===== config.mk =====
export PLATFORM = sky130hd
export DESIGN_NAME = prc_encoder
export DESIGN_NICKNAME = d
export VERILOG_FILES = /design/src/prc_pkg.sv /design/src/prc_link_if.sv /design/src/prc_cause_map.sv /design/src/prc_comm_check.sv /design/src/prc_encoder.sv
export SDC_FILE = /design/constraint.sdc
export NUM_CORES = 1
export LEC_CHECK = 0
export BUFFER_PORTS_ARGS = -buffer_cell sky130_fd_sc_hd__buf_4
export CAP_MARGIN = 20
export CORE_ASPECT_RATIO = 1.5
export CORE_MARGIN = 4
export CORE_UTILIZATION = 47
export DETAILED_ROUTE_END_ITERATION = 8
export PLACE_DENSITY = 0.85
export SLEW_MARGIN = 10
export SYNTH_ARGS = -nofsm -noshare
export SYNTH_HDL_FRONTEND = slang
export SYNTH_HIERARCHICAL = 1
export SYNTH_SLANG_ARGS = --single-unit

===== constraint.sdc =====
create_clock -name CLOCK -period 5 [get_ports CLOCK]
set_clock_uncertainty 0.2 [all_clocks]
set_input_delay 1 -clock CLOCK [delete_from_list [all_inputs] [get_ports CLOCK]]
set_output_delay 1 -clock CLOCK [all_outputs]
set_load 0.05 [all_outputs]

===== src/prc_pkg.sv =====
// constants for the parameter return code encoder
// assumes one system clock; all users import prc_pkg::*
package prc_pkg;

	localparam int unsigned PRC_BYTE_W = 8;
	localparam int unsigned PRC_CLASS_W = 4;
	localparam int unsigned PRC_CAUSE_W = 5;

	// error classes
	localparam logic [PRC_CLASS_W-1:0] PRC_CLASS_NONE  = 4'h0;
	localparam logic [PRC_CLASS_W-1:0] PRC_CLASS_VFD   = 4'h1;
	localparam logic [PRC_CLASS_W-1:0] PRC_CLASS_APP   = 4'h2;
	localparam logic [PRC_CLASS_W-1:0] PRC_CLASS_DEF   = 4'h3;
	localparam logic [PRC_CLASS_W-1:0] PRC_CLASS_RES   = 4'h4;
	localparam logic [PRC_CLASS_W-1:0] PRC_CLASS_SVC   = 4'h5;
	localparam logic [PRC_CLASS_W-1:0] PRC_CLASS_ACC   = 4'h6;
	localparam logic [PRC_CLASS_W-1:0] PRC_CLASS_OBJ   = 4'h7;
	localparam logic [PRC_CLASS_W-1:0] PRC_CLASS_OTHER = 4'h8;

	localparam logic [PRC_BYTE_W-1:0] PRC_ZERO_BYTE  = 8'h00;
	localparam logic [PRC_BYTE_W-1:0] PRC_CODE_OTHER = 8'h00;
	localparam logic [PRC_BYTE_W-1:0] PRC_ADD_HI_DRV = 8'h00;

	// drive-side causes, encoded by position in the table below
	typedef enum logic [PRC_CAUSE_W-1:0] {
		PRC_NO_ERROR, PRC_ILLEGAL_INDEX, PRC_NOT_IMPL, PRC_READ_ONLY,
		PRC_LOCKED, PRC_FACTORY_ACTIVE, PRC_TOO_LARGE, PRC_TOO_SMALL,
		PRC_OPTION_MISSING, PRC_SW_ERROR, PRC_PROCESS_IF_ONLY, PRC_DIAG_IF_ONLY,
		PRC_PROTECTED, PRC_INHIBIT_REQ, PRC_INVALID_VALUE, PRC_FACTORY_DONE,
		PRC_NOT_SAVED, PRC_STAGE_ENABLED
	} prc_cause_type;

	localparam int unsigned PRC_CAUSES = 18;

	// additional code low bytes, index = cause
	localparam logic [PRC_BYTE_W-1:0] PRC_LO_TABLE [PRC_CAUSES] = '{
		8'h00, 8'h10, 8'h11, 8'h12, 8'h13, 8'h14, 8'h15, 8'h16, 8'h17,
		8'h18, 8'h19, 8'h1a, 8'h1b, 8'h1c, 8'h1d, 8'h1e, 8'h1f, 8'h20
	};

	// fallback for causes outside the table
	localparam logic [PRC_BYTE_W-1:0] PRC_LO_SW_ERROR = 8'h18;

	typedef enum logic [1:0] {
		PRC_IDLE = 2'b00,
		PRC_SEND = 2'b01
	} prc_state_type;

endpackage : prc_pkg

===== src/prc_link_if.sv =====
// carrier between the encoder and its two helpers
// assumes prc_pkg is compiled first
`timescale 1ns/1ps
interface prc_link_if;
	import prc_pkg::*;
	prc_cause_type          cause;
	logic [PRC_BYTE_W-1:0]  add_lo;
	logic [PRC_CLASS_W-1:0] comm_class;
	logic                   comm_class_ok;
	modport mapper (input cause, output add_lo);
	modport class_chk (input comm_class, output comm_class_ok);
	modport user (output cause, output comm_class, input add_lo, input comm_class_ok);
endinterface : prc_link_if


===== src/prc_cause_map.sv =====
// maps a drive-side cause onto the additional code low byte
// assumes the cause comes from logic on the same clock
`timescale 1ns/1ps
module prc_cause_map
	import prc_pkg::*;
(
	prc_link_if.mapper link
);
	logic [PRC_BYTE_W-1:0] hit [PRC_CAUSES];
	logic [PRC_BYTE_W-1:0] lo_any;

	// one-hot select over the table, unknown causes fall back
	genvar g;
	generate
		for (g = 0; g < PRC_CAUSES; g++) begin : g_entry
			assign hit[g] = (int'(link.cause) == g) ? PRC_LO_TABLE[g] : PRC_ZERO_BYTE;
		end
	endgenerate

	always_comb begin
		lo_any = PRC_ZERO_BYTE;
		for (int i = 0; i < PRC_CAUSES; i++) begin
			lo_any = lo_any | hit[i];
		end
		if (int'(link.cause) >= PRC_CAUSES) begin
			link.add_lo = PRC_LO_SW_ERROR;
		end else begin
			link.add_lo = lo_any;
		end
	end

endmodule : prc_cause_map


===== src/prc_comm_check.sv =====
// tells whether a class from the communication layer is legal there
// assumes the class comes from logic on the same clock
`timescale 1ns/1ps
module prc_comm_check
	import prc_pkg::*;
(
	prc_link_if.class_chk link
);
	// class 8 belongs to the drive, so the comm layer may only use 1..7
	always_comb begin
		link.comm_class_ok = (link.comm_class >= PRC_CLASS_VFD) &&
			(link.comm_class <= PRC_CLASS_OBJ);
	end

endmodule : prc_comm_check


===== src/prc_encoder.sv =====
// parameter return code encoder: builds class, code and additional code
// assumes all inputs come from logic on CLOCK; one answer per SVC_DONE
`timescale 1ns/1ps
module prc_encoder
	import prc_pkg::*;
(
	input  wire logic                   CLOCK,
	input  wire logic                   RST_N,
	input  wire logic                   SVC_DONE,
	input  wire logic                   SVC_OK,
	input  wire logic                   COMM_FAULT,
	input  wire logic [PRC_CLASS_W-1:0] COMM_CLASS,
	input  wire logic [PRC_BYTE_W-1:0]  COMM_CODE,
	input  wire logic [PRC_BYTE_W-1:0]  COMM_ADD_HI,
	input  wire logic [PRC_BYTE_W-1:0]  COMM_ADD_LO,
	input  wire prc_pkg::prc_cause_type DRV_CAUSE,
	output logic                        RC_VALID,
	output logic                        RC_ERROR,
	output logic [PRC_BYTE_W-1:0]       RC_CLASS,
	output logic [PRC_BYTE_W-1:0]       RC_CODE,
	output logic [PRC_BYTE_W-1:0]       RC_ADD_HI,
	output logic [PRC_BYTE_W-1:0]       RC_ADD_LO
);
	import prc_pkg::*;

	////////////////////////////////////////////////////////////////////////
	// helpers

	prc_link_if link ();

	assign link.cause = DRV_CAUSE;
	assign link.comm_class = COMM_CLASS;

	prc_cause_map u_map (
		.link (link.mapper)
	);

	prc_comm_check u_chk (
		.link (link.class_chk)
	);

	////////////////////////////////////////////////////////////////////////
	// answer sequencing

	prc_state_type state_reg;
	prc_state_type state_next;

	always_comb begin
		case (state_reg)
			PRC_IDLE: begin
				state_next = SVC_DONE ? PRC_SEND : PRC_IDLE;
			end
			PRC_SEND: begin
				// back to back requests answer in consecutive cycles
				state_next = SVC_DONE ? PRC_SEND : PRC_IDLE;
			end
			default: begin
				state_next = PRC_IDLE;
			end
		endcase
	end

	always_ff @(posedge CLOCK) begin
		if (!RST_N) begin
			state_reg <= PRC_IDLE;
		end else begin
			state_reg <= state_next;
		end
	end

	assign RC_VALID = (state_reg == PRC_SEND);

	////////////////////////////////////////////////////////////////////////
	// return code fields

	logic [PRC_BYTE_W-1:0] class_reg;
	logic [PRC_BYTE_W-1:0] class_next;
	logic [PRC_BYTE_W-1:0] code_reg;
	logic [PRC_BYTE_W-1:0] code_next;
	logic [PRC_BYTE_W-1:0] hi_reg;
	logic [PRC_BYTE_W-1:0] hi_next;
	logic [PRC_BYTE_W-1:0] lo_reg;
	logic [PRC_BYTE_W-1:0] lo_next;
	logic                  error_reg;
	logic                  error_next;

	always_comb begin
		class_next = class_reg;
		code_next  = code_reg;
		hi_next    = hi_reg;
		lo_next    = lo_reg;
		error_next = error_reg;
		if (SVC_DONE) begin
			if (SVC_OK) begin
				class_next = {4'h0, PRC_CLASS_NONE};
				code_next  = PRC_ZERO_BYTE;
				hi_next    = PRC_ZERO_BYTE;
				lo_next    = PRC_ZERO_BYTE;
				error_next = 1'b0;
			end else if (COMM_FAULT && link.comm_class_ok) begin
				// comm layer supplies its own class, code and additional code
				class_next = {4'h0, COMM_CLASS};
				code_next  = COMM_CODE;
				hi_next    = COMM_ADD_HI;
				lo_next    = COMM_ADD_LO;
				error_next = 1'b1;
			end else if (COMM_FAULT) begin
				// a comm fault with a class outside 1..7 is a software fault
				class_next = {4'h0, PRC_CLASS_OTHER};
				code_next  = PRC_CODE_OTHER;
				hi_next    = PRC_ADD_HI_DRV;
				lo_next    = PRC_LO_SW_ERROR;
				error_next = 1'b1;
			end else begin
				class_next = {4'h0, PRC_CLASS_OTHER};
				code_next  = PRC_CODE_OTHER;
				hi_next    = PRC_ADD_HI_DRV;
				lo_next    = link.add_lo;
				error_next = 1'b1;
			end
		end
	end

	always_ff @(posedge CLOCK) begin
		if (!RST_N) begin
			class_reg <= PRC_ZERO_BYTE;
			code_reg  <= PRC_ZERO_BYTE;
			hi_reg    <= PRC_ZERO_BYTE;
			lo_reg    <= PRC_ZERO_BYTE;
			error_reg <= 1'b0;
		end else begin
			class_reg <= class_next;
			code_reg  <= code_next;
			hi_reg    <= hi_next;
			lo_reg    <= lo_next;
			error_reg <= error_next;
		end
	end

	assign RC_CLASS  = class_reg;
	assign RC_CODE   = code_reg;
	assign RC_ADD_HI = hi_reg;
	assign RC_ADD_LO = lo_reg;
	assign RC_ERROR  = error_reg;
endmodule : prc_encoder


## After elaboration in Yosys (flattened, before gate mapping)

Index checks and enable logic that the tools add are counted.

- Register bits after elaboration: 35
- Output and inout port bits: 34
- Word-level logic and storage cells: 77

- $lt $le $gt $ge: 3
- Equal/unequal tests: 18
- Mux-type cells: 29
- Bitwise logic cells: 16
- Reduce and logical (&&, ||, !) cells: 5

Operators by type and width:

| kind | count |
|---|---|
| $or 8x8->8 | 16 |
| $mux 5 | 16 |
| $mux 8 | 8 |
| $eq 5x5->1 const B | 10 |
| $eq 5x4->1 const B | 4 |
| $eq 5x3->1 const B | 2 |
| $mux 4 | 2 |
| $mux 6 | 1 |
| $eq 5x2->1 const B | 1 |
| $ge 5x5->1 const B | 1 |
| $ge 4x1->1 const B | 1 |
| $le 4x3->1 const B | 1 |
| $eq 2x1->1 const B | 1 |
| $logic_and 1x1->1 | 2 |
| $logic_not 2->1 | 1 |
| $mux 1 | 2 |
| $reduce_and 2->1 | 1 |
| $reduce_or 2->1 | 1 |

## Depth between registers and ports, before layout

- Word-level depth: 22
- Mapped depth: 7
- Depth with buffers taken out: 5

## Modules after synthesis

Netlist, hierarchy kept.

Modules (own cells, without submodules):

| module | instances | cells an instance | area an instance (um^2) |
|---|---|---|---|
| prc_encoder | 1 | 112 | 1,163.6 |
| prc_cause_map | 1 | 23 | 140.1 |
| prc_comm_check | 1 | 2 | 8.8 |

## Least setup slack after synthesis

No wires, ideal clock.

- Path type: input to register
- From: in COMM_CLASS[2]
- To: reg lo_reg[6] (netlist: RC_ADD_LO[6])
- Setup time: 0.125 ns
- Arrival: 2.031 ns
- Required time: 4.675 ns
- Path slack: 2.644 ns
- Stages: 7
- Path buffers: 2
- Cell sequence: nor3_1 > nor2_1 > and4b_1 > buf_6 > buf_6 > a222oi_1 > nor2b_1

- Cells in the longest elaborated chain, start to end: 5
- Elaborated cells on any way between the ends: 6
- Classes of those cells: order compare: 2; mux: 2; reduce/logical: 2

RTL lines:

| item | RTL line | RTL |
|---|---|---|
| start, declared | prc_encoder.sv:12 | `input wire logic [PRC_CLASS_W-1:0] COMM_CLASS,` |
| $ge 4x1->1 / $le 4x3->1 (equally long branches) | prc_comm_check.sv:11, prc_comm_check.sv:12 |  |
| $logic_and 1x1->1 * | prc_comm_check.sv:11 | `link.comm_class_ok = (link.comm_class >= PRC_CLASS_VFD) &&` |
| via link.comm_class_ok | prc_link_if.sv:9 | `logic comm_class_ok;` |
| $logic_and 1x1->1 * | prc_encoder.sv:100 | `end else if (COMM_FAULT && link.comm_class_ok) begin` |
| $mux 8 * | prc_encoder.sv:100 |  |
| $mux 8 * | prc_encoder.sv:94 | `if (SVC_OK) begin` |
| end signal, assigned | prc_encoder.sv:135 | `lo_reg <= lo_next;` |
| end, declared | prc_encoder.sv:82 | `logic [PRC_BYTE_W-1:0] lo_reg;` |

Mark *: on every way through the listed nets, which the timed path passes. The rest lies on a longest branch.
A chain may end at the register's enable or synchronous reset.

## Worst setup path in the final report

- From: in COMM_CLASS[2]
- To: reg lo_reg[1] (netlist: RC_ADD_LO[1])

The elaborated chain is that of the path after synthesis.

==> flow_metrics.env <==
export IMPL_area_growth_pct=43.8
export IMPL_post_drt_wl_per_cell_um=15.0
export IMPL_rsz0062_at_grt="no"
export IMPL_hold_worst_slack_ps=284
export IMPL_track_usage_pct=20.3
export IMPL_drc_errors=0
export IMPL_netlist_instances=137
export IMPL_worstSetupEndpointType="flop"
export IMPL_grt_pass1_wl_mm=5.61
export IMPL_fin_crit_ps=2500
export IMPL_cts_max_level=2
export IMPL_coreArea_mm2=0.00268
export IMPL_leakage_nw=0.809
export IMPL_post_place_ws_ps=2240
export IMPL_crit_arrival_ps=2520
export IMPL_drt_initial_drc_count=35
export IMPL_first_pass_iters=5
export IMPL_start_kind="input pin"
export IMPL_num_rows=23
export IMPL_fin_cells=238
export IMPL_wl_met3_um=233
export IMPL_die_w_um=51.1
export IMPL_syn_avg_cell_area_um2=9.58
export IMPL_drt_wl_total_mm=3.57
export IMPL_final_common_cell="buf_4"
export IMPL_via_per_inst=5.11
export IMPL_slew_headroom_pct=39.9
export IMPL_dieArea_mm2=0.00372
export IMPL_slew_viol_final=0
export IMPL_fin_crit_sh_pct=50.0
export IMPL_die_h_um=72.7
export IMPL_insertion_delay_ps=290
export IMPL_p_total_uw=580
export IMPL_diodes=0
export IMPL_status="finished clean"
export IMPL_initial_core_util_pct=49.0
export IMPL_crit_type="in2reg"
export IMPL_reg2reg_depth=2
export IMPL_yosysSeqAreaShare_pct=45.8
export IMPL_num_io_pins=72
export IMPL_yosysUniqueCellTypes=33
export IMPL_hold_path_class="reg2reg"
export IMPL_grt_overflow_total=0
export IMPL_place_inst=230
export IMPL_finalHoldViolCount=0
export IMPL_ys_ff_latch=30
export IMPL_synthFlopType="dfxtp_1"
export IMPL_cts_resized_gates=0
export IMPL_top_layer_used="met4"
export IMPL_fmax_mhz=400
export IMPL_cts_root_buffer="clkbuf_8"
export IMPL_synth_cell_area_mm2=0.00131
export IMPL_drive_gt1_share_pct=39.3
export IMPL_cts_sinks=30
export IMPL_peakVddDrop_mv=0.287
export IMPL_fin_ws_ps=2500
export IMPL_vias=1216
export IMPL_met1Wirelength_mm=1.28
export IMPL_worstPathMaxFanout=25
export IMPL_clk_pin_slew_worst_paths_ps=60
export IMPL_fin_tns_setup_ps=0
export IMPL_finalSetupViolations=0
export IMPL_gp_congestion=0.727
export IMPL_layout_common_cells="67 x buf_4, 30 x dfxtp_1, 26 x nor2b_1"
export IMPL_yosysWarningCount=6
export IMPL_async_reset_ff_share_pct=0
export IMPL_maxCapViolations=0
export IMPL_worstPathRequired_ps=5020
export IMPL_power_density_mw_per_mm2=308
export IMPL_nNetsFinal=238
export IMPL_grt_pass1_vias=1234
export IMPL_dp_hpwl_mm=2.58
export IMPL_postRouteAntennaNets=0
export IMPL_clockBufferDepth=2
export IMPL_cts_buffers=5
export IMPL_cts_setup_buffers=0
export IMPL_cts_tree="yes"
export IMPL_grt_max_degree=31
export IMPL_met2WireLength_mm=1.99
export IMPL_worst_pin_slew_ps=901
export IMPL_whs_path_depth=1
export IMPL_synth_edf_count=0
export IMPL_postCtsHoldBufs=0
export IMPL_grt_antenna_before_repair=0
export IMPL_numPortBuffers=67
-- stage by stage --
stage | util, % | area [µm²]
final | 70.5 | 1890
after detailed placement | 66.4 | 1780
after CTS | 70.5 | 1890
after global routing | 70.5 | 1890
after floorplan | - | 1330
after global placement | 66.4 | 1780
-- Yosys cell counts, types with 3 or more instances --
cell type	count	share of area [%]
a21boi_0	3	1.7
a21oi_1	3	1.1
a222oi_1	6	4.6
a22oi_1	19	11
buf_4	7	4.0
clkbuf_1	5	1.4
dfxtp_1	30	46
nand2_1	6	1.7
nor2_1	4	1.1
nor2b_1	26	12
-- logic make-up (layout without fill, tap and decap cells) --
group | after synthesis | after routing | synth area share (%)
muxes | 1 | 1 | 0.763
buffers and inverters | 16 | 76 | 7.82
DFF | 30 | 30 | 45.8
and+or+nand+nor | 49 | 49 | 22.4
xor gates and xnor gates | 2 | 2 | 1.33
AOI/OAI and AO/OA | 37 | 37 | 21.4
other | 2 | 6 | 0.572
-- power breakdown --
part           total, mW  switching, mW  internal [mW]
Sequential         0.248        0.00302          0.245
Clock              0.240         0.0931          0.146
Combinational     0.0930         0.0540         0.0389
-- critical path: stages --
cell	delay, ps
buf_4	90
nor3_1	50
nor2_1	180
and4b_1	830
a222oi_1	210
nor2b_1	160
-- worst paths after layout --
| check | start | slack [ps] | to |
|---|---|---|---|
| worst min register to register | RC_ERROR$_SDFFE_PN0P_ | 280 | RC_ERROR$_SDFFE_PN0P_ |
| worst max register to register | RC_ADD_LO[1]$_SDFFE_PN0P_ | 3930 | RC_ADD_LO[1]$_SDFFE_PN0P_ |
| worst min-delay path | RC_ERROR$_SDFFE_PN0P_ | 280 | RC_ERROR$_SDFFE_PN0P_ |
| worst max-delay path | COMM_CLASS[2] | 2500 | RC_ADD_LO[1]$_SDFFE_PN0P_ |
-- layer usage --
| layer | vias up | GRT usage (%) |
|---|---|---|
| met5 | - | 0 |
| met4 | 0 | 8.98 |
| met3 | 5 | 6.75 |
| met2 | 41 | 37.0 |
| met1 | 565 | 20.5 |
| li1 | 605 | - |
-- area by class of cell --
type | instances | area [µm²]
clock inverters | 3 | 40.0
clock buffers | 5 | 68.8
multi-input cells | 95 | 624
flip-flops and latches | 30 | 601
repair buffers | 67 | 503
inverters | 1 | 3.75
fillers | 230 | 790
well taps | 37 | 46.3
(Power assumes the default switching activity.)
